$ cat src/rtl/sbrp_pkg.sv
// Package for the subcarrier bandwidth request poll responder
package sbrp_pkg;

  // ==========================================================================
  // Geometry defaults
  localparam int SBRP_DATA_TONES_DEF   = 48;
  localparam int SBRP_TONES_PER_STA    = 4;
  localparam int SBRP_MAX_STATIONS_DEF = 96;
  localparam int SBRP_IDX_W_DEF        = 8;

  // ==========================================================================
  // Poll modes and per-tone actions
  typedef enum logic [0:0] {
    SBRP_MODE_OOK,
    SBRP_MODE_DBPSK
  } sbrp_mode_t;

  typedef enum logic [1:0] {
    SBRP_TONE_IDLE,
    SBRP_TONE_ON,
    SBRP_TONE_REF,
    SBRP_TONE_FLIP
  } sbrp_tone_t;

  localparam logic [0:0] SBRP_PHASE_REF  = 1'h0;
  localparam logic [0:0] SBRP_PHASE_FLIP = 1'h1;

  // ==========================================================================
  // Poll descriptor from the downlink parser
  typedef struct packed {
    sbrp_mode_t  mode;
    logic        want_bw;
    logic [15:0] rand_num;
  } sbrp_poll_t;

  // Tone request from the uplink symbol mapper
  typedef struct packed {
    logic [15:0] symbol;
    logic [15:0] tone;
  } sbrp_slot_t;

endpackage : sbrp_pkg

$ cat src/rtl/sbrp_poll_responder.sv
// Subcarrier bandwidth request poll responder, subscriber station side
//==============================================================================
// Overview of operation
// - On-off mode energizes every tone of the station's set when it wants bandwidth, else leaves them empty.
// - The on-off region spans tones_per_station*max_stations/data_tones symbols on a grid data_tones/tones_per_station apart.
// - In on-off mode the intermediate value is (random number + station index) mod max_stations.
// - Symbol number is the intermediate value divided by the grid spacing, grid position is its remainder.
// - In differential mode one request bit is sent, 1 asking for a unicast poll and 0 asking nothing.
// - A differential slot is one tone over two consecutive symbols, the first being the phase reference.
// - The second symbol keeps the reference phase for no request and inverts it by 180 degrees for a request.
// - The differential region holds the slots over 2*ceil(max_stations/data_tones) symbols, tone first then symbol.
// - Differential slot is (station index + random number) mod data_tones*ceil(max_stations/data_tones).
`timescale 1ns/1ps
`default_nettype none

module sbrp_poll_responder
  import sbrp_pkg::*;
#(
  parameter int DATA_TONES   = SBRP_DATA_TONES_DEF,
  parameter int TONES_PER_ST = SBRP_TONES_PER_STA,
  parameter int MAX_STATIONS = SBRP_MAX_STATIONS_DEF
) (
  input  wire logic        mclk,
  input  wire logic        rst,
  input  wire logic [15:0] station_index,
  input  wire logic        poll_valid,
  input  wire sbrp_poll_t  poll,
  input  wire logic        slot_query,
  input  wire sbrp_slot_t  slot,
  output logic             alloc_valid,
  output logic [15:0]      alloc_symbol,
  output logic [15:0]      alloc_grid,
  output logic             tone_valid,
  output sbrp_tone_t       tone_action,
  output logic [0:0]       tone_phase
);

  // ============================================================================
  // Region geometry
  localparam int GRID_SPACING = DATA_TONES / TONES_PER_ST;
  localparam int DIFF_ROWS    = (MAX_STATIONS + DATA_TONES - 1) / DATA_TONES;
  localparam int DIFF_SLOTS   = DATA_TONES * DIFF_ROWS;
  localparam int OOK_SYMBOLS  = TONES_PER_ST * MAX_STATIONS / DATA_TONES;
  localparam int DIFF_SYMBOLS = 2 * DIFF_ROWS;

  localparam logic [16:0] MAX_ST_W = 17'(MAX_STATIONS);
  localparam logic [16:0] SLOTS_W  = 17'(DIFF_SLOTS);
  localparam logic [15:0] GRID_W   = 16'(GRID_SPACING);
  localparam logic [15:0] TONES_W  = 16'(DATA_TONES);
  localparam logic [15:0] OOK_SYM_W  = 16'(OOK_SYMBOLS);
  localparam logic [15:0] DIFF_SYM_W = 16'(DIFF_SYMBOLS);

  // Sum of two values below the modulus, reduced by one subtraction
  function automatic logic [15:0] sbrp_addmod(input logic [15:0] a,
                                              input logic [15:0] b,
                                              input logic [16:0] m);
    logic [16:0] s;
    s = {1'b0, a} + {1'b0, b};
    if (s >= m) begin
      s = s - m;
    end
    return s[15:0];
  endfunction : sbrp_addmod

  // ============================================================================
  // Position arithmetic, recomputed from each fresh poll
  wire logic [15:0] ook_n      = sbrp_addmod(poll.rand_num, station_index,
                                             MAX_ST_W);
  wire logic [15:0] ook_symbol = ook_n / GRID_W;
  wire logic [15:0] ook_grid   = ook_n % GRID_W;
  wire logic [15:0] diff_pos   = sbrp_addmod(station_index, poll.rand_num,
                                             SLOTS_W);
  wire logic [15:0] diff_tone  = diff_pos % TONES_W;
  wire logic [15:0] diff_row   = diff_pos / TONES_W;

  // ============================================================================
  // Next allocation, chosen by the mode of the poll being taken
  // Both positions are always computed so that the mode switch costs no cycle
  wire logic        poll_ook   = poll.mode == SBRP_MODE_OOK;
  wire logic [15:0] nxt_sym    = poll_ook ? ook_symbol : diff_row;
  wire logic [15:0] nxt_grid   = poll_ook ? ook_grid : diff_tone;

  // ============================================================================
  // Latched allocation
  logic             alloc_valid_ff;
  sbrp_mode_t       mode_ff;
  logic             want_ff;
  logic [15:0]      sym_ff;
  logic [15:0]      grid_ff;

  always_ff @(posedge mclk or posedge rst) begin
    if (rst) begin
      alloc_valid_ff <= 1'b0;
      mode_ff        <= SBRP_MODE_OOK;
      want_ff        <= 1'b0;
      sym_ff         <= 16'h0000;
      grid_ff        <= 16'h0000;
    end else if (poll_valid) begin
      alloc_valid_ff <= 1'b1;
      mode_ff        <= poll.mode;
      want_ff        <= poll.want_bw;
      sym_ff         <= nxt_sym;
      grid_ff        <= nxt_grid;
    end
  end

  // ============================================================================
  // Tone decision for the mapper
  wire logic        ook_in_rgn  = slot.symbol < OOK_SYM_W;
  wire logic        ook_hit     = ook_in_rgn && slot.symbol == sym_ff &&
                                  (slot.tone % GRID_W) == grid_ff;
  wire logic        diff_in_rgn = slot.symbol < DIFF_SYM_W;
  wire logic [15:0] diff_sym0   = {sym_ff[14:0], 1'b0};
  wire logic        diff_tone_h = diff_in_rgn && slot.tone == grid_ff;
  wire logic        diff_ref    = diff_tone_h && slot.symbol == diff_sym0;
  wire logic        diff_data   = diff_tone_h &&
                                  slot.symbol == diff_sym0 + 16'h0001;

  sbrp_tone_t       nxt_action;
  logic [0:0]       nxt_phase;

  always_comb begin
    nxt_action = SBRP_TONE_IDLE;
    nxt_phase  = SBRP_PHASE_REF;
    if (alloc_valid_ff) begin
      if (mode_ff == SBRP_MODE_OOK) begin
        if (ook_hit && want_ff) begin
          nxt_action = SBRP_TONE_ON;
        end
      end else if (diff_ref) begin
        nxt_action = SBRP_TONE_REF;
      end else if (diff_data) begin
        nxt_action = want_ff ? SBRP_TONE_FLIP : SBRP_TONE_REF;
        nxt_phase  = want_ff ? SBRP_PHASE_FLIP : SBRP_PHASE_REF;
      end
    end
  end

  // ============================================================================
  // Answer registers
  // A query in the poll cycle would mix old and new positions, so it is idle
  wire sbrp_tone_t  nxt_tone_act = poll_valid ? SBRP_TONE_IDLE : nxt_action;
  wire logic [0:0]  nxt_tone_ph  = poll_valid ? SBRP_PHASE_REF : nxt_phase;

  logic             tone_valid_ff;
  sbrp_tone_t       tone_action_ff;
  logic [0:0]       tone_phase_ff;

  // A poll arriving with a query wins: the old slot is dropped at once
  always_ff @(posedge mclk or posedge rst) begin
    if (rst) begin
      tone_valid_ff  <= 1'b0;
      tone_action_ff <= SBRP_TONE_IDLE;
      tone_phase_ff  <= SBRP_PHASE_REF;
    end else begin
      tone_valid_ff  <= slot_query;
      tone_action_ff <= nxt_tone_act;
      tone_phase_ff  <= nxt_tone_ph;
    end
  end

  assign alloc_valid  = alloc_valid_ff;
  assign alloc_symbol = sym_ff;
  assign alloc_grid   = grid_ff;
  assign tone_valid   = tone_valid_ff;
  assign tone_action  = tone_action_ff;
  assign tone_phase   = tone_phase_ff;

endmodule : sbrp_poll_responder

`default_nettype wire

$ cat config.mk
export PLATFORM = sky130hd
export DESIGN_NAME = sbrp_poll_responder
export DESIGN_NICKNAME = d
export VERILOG_FILES = /design/src/rtl/sbrp_pkg.sv /design/src/rtl/sbrp_poll_responder.sv
export SDC_FILE = /design/constraint.sdc
export NUM_CORES = 1
export LEC_CHECK = 0
export BUFFER_PORTS_ARGS = -buffer_cell sky130_fd_sc_hd__buf_2
export CAP_MARGIN = 20
export CORE_MARGIN = 3
export CORE_UTILIZATION = 35
export DETAILED_ROUTE_END_ITERATION = 12
export PLACE_DENSITY = 0.63
export SLEW_MARGIN = 20
export SYNTH_ARGS = -nofsm -noshare
export SYNTH_HDL_FRONTEND = slang
export SYNTH_SLANG_ARGS = --single-unit
export TNS_END_PERCENT = 10
$ cat constraint.sdc
create_clock -name mclk -period 3.8 [get_ports mclk]
set_clock_uncertainty 0.15 [all_clocks]
set_input_delay 0.57 -clock mclk [delete_from_list [all_inputs] [get_ports mclk]]
set_output_delay 0.57 -clock mclk [all_outputs]
set_load 0.01 [all_outputs]
# Word level (Yosys, flattened, before mapping)
# Index checks and enable logic that the tools add are counted.
classes:
  n_addsub: 3
  n_div: 5
  magnitude_cmp: 3
  n_eq_ne: 5
  mux: 16
  n_reduce_logical: 6
op_table:
  columns: ["cell", "count"]
  rows:
  - ["$eq A16 B16 Y1", 5]
  - ["$mux W16", 3]
  - ["$mod A16 B4 Y16 const B", 2]
  - ["$add A16 B16 Y17", 1]
  - ["$ge A17 B7 Y1 const B", 1]
  - ["$add A16 B1 Y16 const B", 1]
  - ["$div A16 B4 Y16 const B", 1]
  - ["$div A16 B6 Y16 const B", 1]
  - ["$lt A16 B3 Y1 const B", 1]
  - ["$lt A16 B4 Y1 const B", 1]
  - ["$mod A16 B6 Y16 const B", 1]
  - ["$sub A16 B7 Y16 const B", 1]
  - ["$mux W2", 5]
  - ["$mux W1", 8]
  - ["$logic_and A1 B1 Y1", 6]
word_totals:
  ff_bits: 39
  input_bits: 70
  out_inout_bits: 37
  word_cells: 46

# Longest topological paths before layout
# Gate-level depths: netlist of the first run.
depth:
  ltp_word: 8
  depth_mapped: 155
  ltp_nobuf: 149

# Worst setup path after synthesis of the first run
# Ideal clock, no wire load.
synth_timing:
  path_kind: "input to register"
  start: "input port station_index[0]"
  end: "register grid_ff[13] (netlist: alloc_grid[13])"
  setup_ps: 90
  arrival_time_ps: 27087
  required_time_ps: 3560
  slack_ps: -23527
  path_stages: 145
  path_buffers: 6
  cell_sequence: "ha_1 inv_1 fa_1 nand2b_1 a21o_1 a211oi_1 inv_1 ha_1 inv_1 nand3_1 a31oi_1 nand4b_1 xnor2_1 inv_1 ha_1 a41oi_2 nor2_1 nor2_1 [109 not listed] o21a_1 or2_2 a21oi_1 nor2b_1 a32o_1 buf_4 nand3_1 a21oi_1 ha_1 o21ai_0 nand2b_1 a21o_1 a21oi_1 o21ai_0 nor2_1 nand4_1 or4_1 o221ai_1"
synth_between:
  elab_chain_len: 5
  elab_cells_between_ends: 7
  cone_classes: "2 x add/sub; 2 x div; 1 x order compare; 2 x mux"
synth_lines:
  columns: ["item", "line_no", "source"]
  rows:
  - ["from (decl)", "sbrp_poll_responder.sv:25", "input wire logic [15:0] station_index,"]
  - ["$add A16 B16 Y17 (*)", "sbrp_poll_responder.sv:58", "s = {1'b0, a} + {1'b0, b};"]
  - ["$sub A16 B7 Y16 or $ge A17 B7 Y1 (tied branches)", "sbrp_poll_responder.sv:60, sbrp_poll_responder.sv:59", null]
  - ["$mux W16 (*)", "sbrp_poll_responder.sv:59", "if (s >= m) begin"]
  - ["$mod A16 B4 Y16 or $mod A16 B6 Y16 (tied branches)", "sbrp_poll_responder.sv:70, sbrp_poll_responder.sv:73", null]
  - ["$mux W16 (*)", "sbrp_poll_responder.sv:81", "wire logic [15:0] nxt_grid = poll_ook ? ook_grid : diff_tone;"]
  - ["to (signal assigned)", "sbrp_poll_responder.sv:103", "grid_ff <= nxt_grid;"]
  - ["to (decl)", "sbrp_poll_responder.sv:89", "logic [15:0] grid_ff;"]
# Mark *: on every way between the ends. The rest lies on a longest branch, timed or not.
# A chain may end at the register's enable or synchronous reset.

# Worst setup path in the final report of the first run
layout_timing:
  start: "input port station_index[2]"
  end: "register grid_ff[15] (netlist: alloc_grid[15])"
# The elaborated chain is that of the path after synthesis.

==> run metrics, run 1 <==
Core ar.=23,700 µm²; Slew HR=0.600; total grt overflow=0; first-pass GRT wire length=49.8 mm; R2R cell count=6; Post-route DRC=0; maxcap violations=0; vias per inst=5.36; register-to-register setup slack=1590 ps; CP peak stage delay=510 ps; Worst-path clk slew=50 ps; Yosys top cell area share=0.115; CTS Sinks=39; Setup WS post-layout=-20,280 ps; Worst EP arrival=24,070 ps; Seq/Total Area, Yosys=0.115; Die H=162 µm; via count=10,886; H-tree depth=2; synth top area cells=dfrtp_1 (11%), ha_1 (10%), xnor2_1 (6.3%); RSZ-0062 raised after global routing=true; fmax=41.5 MHz; Data required, critical path=3790 ps; initial antenna violation count=0; RR Endpoint=tone_action[0]; cell area after synthesis=8520 µm²; HP Class=primary input to asynchronous set/reset pin; post-place setup slack=-21,120 ps; Final Cycle Share=6.34; Final #Nets=1,854; largest net degree at the start of global routing=34; top_reg_cell synth=dfrtp_1; CTS tree=built; reg2reg start=alloc_grid[11]; initial core utilization=0.360; critical path endpoint category=register; Mapped Cells=1,124; CTS buffer count=5; slowest stage cell, crit path=or4_4; routed len/inst=15.1 µm; root buf cell=clkbuf_16; cell taking the most area after synthesis=dfrtp_1; CTS Hold Bufs=0; status=finished with violations; IO Count=107; failing checks=negative setup slack; die width=162 µm; Routed WL=30.6 mm; post-route ant nets=0; most used cell along the critical path=buf_4; setup violators final=28; buffers added on ports=106; synthesized area per cell=7.58 µm²; synthesized flop and latch total=39; vias in the first global route=10,775; iteration count of the initial detailed-routing pass=5; later-pin clock latency in the skew report=280 ps; DRT iter0 DRCs=839; Warnings, synthesis=0; total track usage=0.222; num rows=56; share of layout cells above drive strength 1=0.493; Worst Tran Pin Value=599 ps; hpwl dp=24.2 mm; CP max FO=7; CTS Buffer Depth=2; startpoint class of the critical path=primary input; number of enable flip-flop cells after synthesis=0; Final Hold Vio Count=0; ANT cells=0; post-layout min period=24,080 ps; RD Place Congestion=0.926; asr flop ratio synth=1.00; post-synth net total=1,265; Crit Path Class=primary input to register; Layout Area Growth over Synthesis=67.4%; fin. max-slew vios=0; library cells used by synthesis=106; DIE AREA=26,300 µm²
## worst max-delay path, delay by kind of cell
family	cells	cell delay [ps]
compound gates	50	8230
xor+xnor	1	210
fa+ha+maj	14	3620
buf+inv	30	3320
mux	4	1070
simple gates	40	7040
## flip-flops by register name, indices dropped and copies added, names as in the netlist
name	flops
mode_ff	1
tone_valid	1
alloc_symbol	16
tone_phase	1
want_ff	1
tone_action	2
alloc_valid	1
alloc_grid	16
## cell type report
| type | count | area, µm² |
|---|---|---|
| fill | 2051 | 9410 |
| multi-input combinational | 1006 | 8160 |
| timing repair buffer | 618 | 4420 |
| sequential | 39 | 976 |
| tap | 319 | 399 |
| inverter | 43 | 164 |
| clock buffer | 6 | 139 |
| clock inverter | 1 | 5.00 |
## cells in the final DEF, fill, tap and decap left out, types with 7 or more instances in the layout
| master | count |
|---|---|
| nand2b_1 | 20 |
| a21oi_2 | 15 |
| buf_4 | 503 |
| nor2_1 | 73 |
| and2_1 | 14 |
| a31oi_1 | 16 |
| xnor2_1 | 60 |
| a21oi_1 | 68 |
| nor3_1 | 41 |
| nor2_4 | 9 |
| and3_1 | 12 |
| o211ai_1 | 15 |
| mux2_2 | 18 |
| or3_1 | 17 |
| a211oi_1 | 11 |
| inv_2 | 9 |
| o21ai_1 | 11 |
| nor2_2 | 10 |
| o31ai_1 | 7 |
| ha_1 | 49 |
| o21ai_0 | 39 |
| or2_2 | 8 |
| ha_4 | 20 |
| mux2i_1 | 27 |
| buf_6 | 10 |
| nand3_1 | 20 |
| a21o_1 | 22 |
| or2_4 | 7 |
| nor4_1 | 15 |
| nor2b_1 | 14 |
| a21oi_4 | 9 |
| dfrtp_1 | 39 |
| inv_1 | 33 |
| nor3_2 | 8 |
| nand4_1 | 24 |
| o21a_1 | 35 |
| xor2_1 | 22 |
| nand2_1 | 71 |
| buf_2 | 104 |
## per-layer routing
layer | up-vias | share of wire | track usage
met1 | 5110 | 0.44 | 0.285
li1 | 5450 | - | -
met4 | 0 | 0.019 | 0.0504
met2 | 279 | 0.49 | 0.400
met3 | 47 | 0.053 | 0.0258
met5 | - | 0 | 0
## cells in the mapped netlist, drive strengths merged, types with 23 or more instances
| master | instances |
|---|---|
| nor3 | 52 |
| o21ai | 58 |
| a21oi | 92 |
| inv | 43 |
| nand4 | 25 |
| mux2 | 24 |
| mux2i | 34 |
| nand3 | 27 |
| ha | 70 |
| xnor2 | 61 |
| dfrtp | 39 |
| nand2 | 79 |
| o21a | 35 |
| nor2 | 92 |
| nand2b | 23 |
## metrics by stage
| step | util | instances | area, µm² | TNS (ps) | hold slack [ps] |
|---|---|---|---|---|---|
| CTS | 0.581 | 2006 | 13800 | -408250 | 59.9 |
| floorplan | - | 1124 | 9000 | -423470 | 337 |
| global placement | 0.545 | 1938 | 12900 | -418500 | 331 |
| detailed placement | 0.545 | 1938 | 12900 | -436770 | 327 |
| finish | 0.602 | 2032 | 14300 | -416130 | 57.6 |
| global route | 0.602 | 2032 | 14300 | -446340 | 78.5 |
## cells by family (layout without fill, tap and decap cells)
logic type,count (synthesis),in the layout,synth area share
multiplexers,58,58,0.0763
AO/OA/AOI/OAI,355,355,0.297
buffers and inverters,79,668,0.0414
XOR/XNOR,83,83,0.0853
AND/OR/NAND/NOR,439,439,0.280
adder cells (fa/ha/maj),71,71,0.105
flip-flops,39,39,0.115
## timing repair
| action | 4_1_cts | 5_1_grt |
|---|---|---|
| setup buffers | 61 | 26 |
| pin swaps | 67 | 61 |
| gates resized for setup | 51 | 64 |
| endpoints found under the setup margin | 29 | 29 |
| hold endpoints to repair | 0 | 0 |
## worst max path at each step
stage | startpoint | to | slack, ps | cells past startpoint
global placement | station_index[0] | alloc_grid[15] | -20320 | 130
finish | station_index[2] | alloc_grid[15] | -20280 | 139
detailed placement | station_index[0] | alloc_grid[12] | -21120 | 130
floorplan | station_index[0] | alloc_grid[2] | -20840 | 143
CTS | poll[0] | alloc_grid[2] | -19910 | 136
global route | poll[0] | alloc_grid[2] | -21660 | 145
Power of run 1 is left out: the tool's default activity adds up to more than one toggle a clock period on the data nets, which glitch-free logic cannot reach.
==> run 2: changes to the inputs <==
--- a/config.mk
+++ b/config.mk
@@ -9,6 +9,7 @@
 export CAP_MARGIN = 20
 export CORE_MARGIN = 3
 export CORE_UTILIZATION = 35
+export CTS_BUF_LIST = sky130_fd_sc_hd__clkbuf_8
 export DETAILED_ROUTE_END_ITERATION = 12
 export PLACE_DENSITY = 0.63
 export SLEW_MARGIN = 20
==> run metrics, run 2 (synthesized netlist as in run 1, its figures left out) <==
status=finished with violations (unchanged); failing checks=negative setup slack (unchanged); Placed Area=12,900 µm² (unchanged); most used cell along the critical path=buf_4 (unchanged); design area=14,200 µm² (was 14,300 µm²); HP Class=primary input to asynchronous set/reset pin (unchanged); maxcap violations=0 (unchanged); RSZ-0062 raised after global routing=true (unchanged); CTS tree=built (unchanged); Post-route DRC=0 (unchanged); initial core utilization=0.360 (unchanged); vias per inst=5.38 (was 5.36); post-layout min period=24,080 ps (about the same); total track usage=0.221 (was 0.222); share of layout cells above drive strength 1=0.494 (was 0.493); via count=10,919 (was 10,886); RD Place Congestion=0.926 (unchanged); slowest stage cell, crit path=or4_4 (unchanged); num rows=56 (unchanged); Die H=162 µm (unchanged); Data required, critical path=3870 ps (was 3790 ps); Final Non-Filler Cells=2,031 (was 2,032); fmax=41.5 MHz (about the same); die width=162 µm (unchanged); Worst EP arrival=24,150 ps (was 24,070 ps); ANT cells=0 (unchanged); IO Count=107 (unchanged); DIE AREA=26,300 µm² (unchanged); startpoint class of the critical path=primary input (unchanged); CP peak stage delay=510 ps (about the same); Final #Nets=1,853 (was 1,854); root buf cell=clkbuf_8 (was clkbuf_16); total grt overflow=0 (unchanged); Crit Path Class=primary input to register (unchanged); CP max FO=7 (unchanged); CTS buffer count=5 (unchanged); H-tree depth=2 (unchanged); post-route ant nets=0 (unchanged); fin. max-slew vios=0 (unchanged); routed len/inst=15.0 µm (was 15.1 µm); first-pass GRT wire length=49.6 mm (was 49.8 mm); CTS Hold Bufs=0 (unchanged); most frequent cells in the layout=buf_4 (502), buf_2 (104), nor2_1 (72) (was buf_4 (503), buf_2 (104), nor2_1 (73)); Slew HR=0.601 (was 0.600); Routed WL=30.5 mm (was 30.6 mm); most common cell after layout, fill and taps aside=buf_4 (unchanged); CTS Buffer Depth=2 (unchanged); Worst-path clk slew=70 ps (was 50 ps); Setup WS post-layout=-20,280 ps (about the same); Finished Core Util=0.600 (was 0.602); Core ar.=23,700 µm² (unchanged); initial antenna violation count=0 (unchanged); later-pin clock latency in the skew report=290 ps (was 280 ps); Layout Area Growth over Synthesis=66.7% (was 67.4%); CTS Sinks=39 (unchanged); DRT iter0 DRCs=735 (was 839); critical path endpoint category=register (unchanged); setup violators final=28 (unchanged); iteration count of the initial detailed-routing pass=5 (unchanged); buffers added on ports=106 (unchanged); hpwl dp=24.2 mm (unchanged); vias in the first global route=10,768 (was 10,775); dpl cells=1,938 (unchanged); Final Cycle Share=6.34 (about the same); Worst Tran Pin Value=598 ps (was 599 ps); Final Hold Vio Count=0 (unchanged); post-place setup slack=-21,120 ps (unchanged); largest net degree at the start of global routing=34 (unchanged)
run 2: cell count changes in the layout (fill, tap and decap cells not counted), sizes merged:
cell	before	now
buf	618	617
run 2: layer usage:
layer | global-route usage | vias to the layer above | part of all wire
met5 | 0 | - | 0
met2 | 0.399 | 296 | 0.48
met3 | 0.0260 | 46 | 0.054
met1 | 0.283 | 5126 | 0.44
li1 | - | 5451 | -
met4 | 0.0504 | 0 | 0.019
run 2: area by class of cell:
cell class | instances | area [µm²]
well taps | 319 | 399
fillers | 2062 | 9480
clock buffers | 6 | 82.6
repair buffers | 617 | 4420
multi-input cells | 1006 | 8160
inverters | 43 | 164
clock inverters | 1 | 5.00
flip-flops and latches | 39 | 976
run 2: path summary, 6_finish.rpt:
path | startpoint | endpoint | slack [ps] | depth (start not counted)
max | station_index[2] | alloc_grid[2] | -20280 | 140
min | rst | alloc_symbol[15] | 40 | 2
max reg2reg | alloc_grid[11] | tone_action[0] | 1550 | 6
min reg2reg | alloc_valid | alloc_valid | 350 | 1
max in group asynchronous | rst | alloc_grid[2] | 2770 | 3
min in group mclk | slot_query | tone_valid | 230 | 1
run 2: worst max-delay path: cells and delay by family:
| family | cells | cell delay [ps] |
|---|---|---|
| AO/OA/AOI/OAI | 51 | 8300 |
| XOR/XNOR | 1 | 210 |
| adder cells (fa/ha/maj) | 14 | 3630 |
| buffers and inverters | 30 | 3350 |
| multiplexers | 4 | 1000 |
| AND/OR/NAND/NOR | 40 | 7090 |
run 2: per-stage QoR:
stage	hold WS, ps	setup TNS (ps)
6_report	43.8	-415720
5_1_grt	54.7	-445570
4_1_cts	37.1	-407590
3_5_place_dp	327	-436770
3_3_place_gp	331	-418500
2_1_floorplan	337	-423470
run 2: timing repair:
item | in CTS | in global routing
resized for setup | 51 | 65
setup buffers | 61 | 25
pin swaps | 67 | 58
setup endpoints to repair | 29 | 29
Power of run 2 is left out for the same reason.
==> run 3: changes to the inputs <==
--- a/config.mk
+++ b/config.mk
@@ -5,6 +5,7 @@
 export SDC_FILE = /design/constraint.sdc
 export NUM_CORES = 1
 export LEC_CHECK = 0
+export ABC_AREA = 1
 export BUFFER_PORTS_ARGS = -buffer_cell sky130_fd_sc_hd__buf_2
 export CAP_MARGIN = 20
 export CORE_MARGIN = 3
==> run metrics, run 3 <==
Core ar.=23,700 µm² (unchanged); met3 usage=0.0388 (was 0.0260); GR Layer Usage met2=0.444 (was 0.399); via count=11,822 (was 10,919); Layout Area Growth over Synthesis=71.4% (was 66.7%); post-route ant nets=0 (unchanged); Routed WL=34.7 mm (was 30.5 mm); root buf cell=clkbuf_8 (unchanged); setup violators final=28 (unchanged); vias per inst=4.94 (was 5.38); Seq/Total Area, Yosys=0.115 (about the same); most frequent cells in the layout=buf_4 (531), nand2_1 (376), inv_1 (197) (was buf_4 (502), buf_2 (104), nor2_1 (72)); largest net degree at the start of global routing=42 (was 34); most frequent cell after synthesis=nand2_1 (was nor2_1); total track usage=0.239 (was 0.221); Final Hold Vio Count=0 (unchanged); failing checks=negative setup slack (unchanged); design area=14,600 µm² (was 14,200 µm²); met1 usage=0.275 (was 0.283); most used cell along the critical path=nand2_2 (was buf_4); Warnings, synthesis=0 (unchanged); cell taking the most area after synthesis=nand2_1 (was dfrtp_1); number of enable flip-flop cells after synthesis=0 (unchanged); library cells used by synthesis=59 (was 106); Final Cycle Share=4.95 (was 6.34); first-pass GRT wire length=52.7 mm (was 49.6 mm); RSZ-0062 raised after global routing=true (unchanged); RD Place Congestion=0.902 (was 0.926); maxcap violations=0 (unchanged); iteration count of the initial detailed-routing pass=5 (unchanged); most common cell after layout, fill and taps aside=buf_4 (unchanged); share of layout cells above drive strength 1=0.471 (was 0.494); Worst Tran Pin Value=841 ps (was 598 ps); DIE AREA=26,200 µm² (was 26,300 µm²); IO Count=107 (unchanged); Data required, critical path=3890 ps (was 3870 ps); routed len/inst=14.5 µm (was 15.0 µm); Post-synth top cells=nand2_1 (423), inv_1 (217), nand3_1 (112), nor2_1 (108) (was nor2_1 (91), a21oi_1 (89), nand2_1 (78), ha_1 (70), xnor2_1 (61)); Final #Nets=2,209 (was 1,853); most used routing layer in global routing=met2 (unchanged); delay-heaviest family, CP=simple AND/OR/NAND/NOR gates (was compound AO/OA/AOI/OAI gates); Worst-path clk slew=80 ps (was 70 ps); Slew HR=0.439 (was 0.601); Buf+Inv Stages, Crit Path=38 (was 30); DRT iter0 DRCs=717 (was 735); num rows=56 (unchanged); slowest stage cell, crit path=or3b_4 (was or4_4); CTS Sinks=39 (unchanged); vias in the first global route=11,594 (was 10,768); CTS buffer count=5 (unchanged); synthesized flop and latch total=39 (unchanged); top_reg_cell synth=dfrtp_1 (unchanged); startpoint class of the critical path=primary input (unchanged); Post-route DRC=0 (unchanged); buffers added on ports=106 (unchanged); status=finished with violations (unchanged); fmax=53.1 MHz (was 41.5 MHz); Placed Area=12,600 µm² (was 12,900 µm²); initial core utilization=0.359 (was 0.360); HP Class=primary input to register (was primary input to asynchronous set/reset pin); CTS tree=built (unchanged); Worst EP arrival=18,910 ps (was 24,150 ps); total grt overflow=0 (unchanged); synth top area cells=nand2_1 (19%), dfrtp_1 (11%), ha_1 (10%) (was dfrtp_1 (11%), ha_1 (10%), xnor2_1 (6.3%)); cell area after synthesis=8510 µm² (was 8520 µm²); Die H=162 µm (about the same); CTS Buffer Depth=2 (unchanged); CTS Hold Bufs=0 (unchanged); later-pin clock latency in the skew report=300 ps (was 290 ps); synthesized area per cell=5.99 µm² (was 7.58 µm²); Yosys top cell area share=0.187 (was 0.115); CP peak stage delay=440 ps (was 510 ps); critical path endpoint category=register (unchanged); fin. max-slew vios=0 (unchanged); post-synth net total=1,563 (was 1,265); post-layout min period=18,820 ps (was 24,080 ps); Setup WS post-layout=-15,020 ps (was -20,280 ps); CP max FO=8 (was 7); Mapped Cells=1,422 (was 1,124); asr flop ratio synth=1.00 (unchanged); hpwl dp=24.5 mm (was 24.2 mm); die width=162 µm (about the same); Crit Path Class=primary input to register (unchanged); initial antenna violation count=6 (was 0); H-tree depth=2 (unchanged)
## run 3: cell types whose count changed after synthesis, sizes merged, moves of 20 or more
cell,change
nand3,+112
o21a,-34
nor2,+41
inv,+183
nand2,+402
a21oi,-55
nand2b,-23
mux2i,-34
nor2b,-20
xnor2,-38
nor3,-42
o21ai,+25
mux2,-24
xor2,+25
## run 3: logic make-up after synthesis
| kind of cell | after synthesis | synth area share |
|---|---|---|
| XOR/XNOR | 70 | 0.0720 |
| adder cells (fa/ha/maj) | 71 | 0.105 |
| flip-flops | 39 | 0.115 |
| AO/OA/AOI/OAI | 163 | 0.114 |
| AND/OR/NAND/NOR | 833 | 0.475 |
| buffers and inverters | 246 | 0.120 |
## run 3: metal layers
| layer | part of all wire | vias to the layer above | routed length (µm) |
|---|---|---|---|
| met5 | 0.0013 | - | 46 |
| met4 | 0.045 | 8 | 1550 |
| met3 | 0.054 | 108 | 1890 |
| met2 | 0.50 | 351 | 17400 |
| met1 | 0.40 | 5472 | 13800 |
| li1 | - | 5883 | - |
## run 3: final cells by class
class / instances / area (µm²)
Antenna cell: 4 / 10.0
Fill cell: 2068 / 9090
Multi-Input combinational cell: 1138 / 7530
Clock inverter: 3 / 16.3
Clock buffer: 5 / 68.8
Timing Repair Buffer: 651 / 4700
Tap cell: 319 / 399
Sequential cell: 39 / 976
Inverter: 233 / 901
## run 3: repair_timing
item,in CTS,in global routing
setup buffers,129,28
cloned,1,0
pin swaps,107,96
endpoints found under the setup margin,28,28
resized for setup,79,94
## run 3: final timing paths
check / startpoint / endpoint / slack, ps / cells past startpoint
max in group asynchronous: rst / alloc_symbol[7] / 2680 / 2
min in group asynchronous: rst / alloc_grid[7] / 270 / 2
max: station_index[0] / alloc_grid[9] / -15020 / 159
max reg2reg: alloc_symbol[1] / tone_action[0] / 1440 / 9
min reg2reg: alloc_valid / alloc_valid / 400 / 2
min: slot_query / tone_valid / 220 / 1
## run 3: through the flow
| stage | instances | worst slack (ps) | util | hold WS [ps] | setup TNS [ps] |
|---|---|---|---|---|---|
| floorplan | 1422 | -15940 | - | 323 | -320530 |
| global placement | 2225 | -14830 | 0.530 | 365 | -303390 |
| detailed placement | 2225 | -15450 | 0.530 | 373 | -316660 |
| CTS | 2362 | -14120 | 0.588 | 218 | -286340 |
| global route | 2391 | -16140 | 0.616 | 208 | -330660 |
| finish | 2392 | -15020 | 0.616 | 223 | -306410 |
## run 3: worst reg2reg max path: cells and delay by family, from the launching register on
kind                   cells  cell delay, ps
AOI/OAI and AO/OA          2             260
buffers and inverters      1             150
DFF                        1             450
and+or+nand+nor            6            1300
Power of run 3 is left out for the same reason.
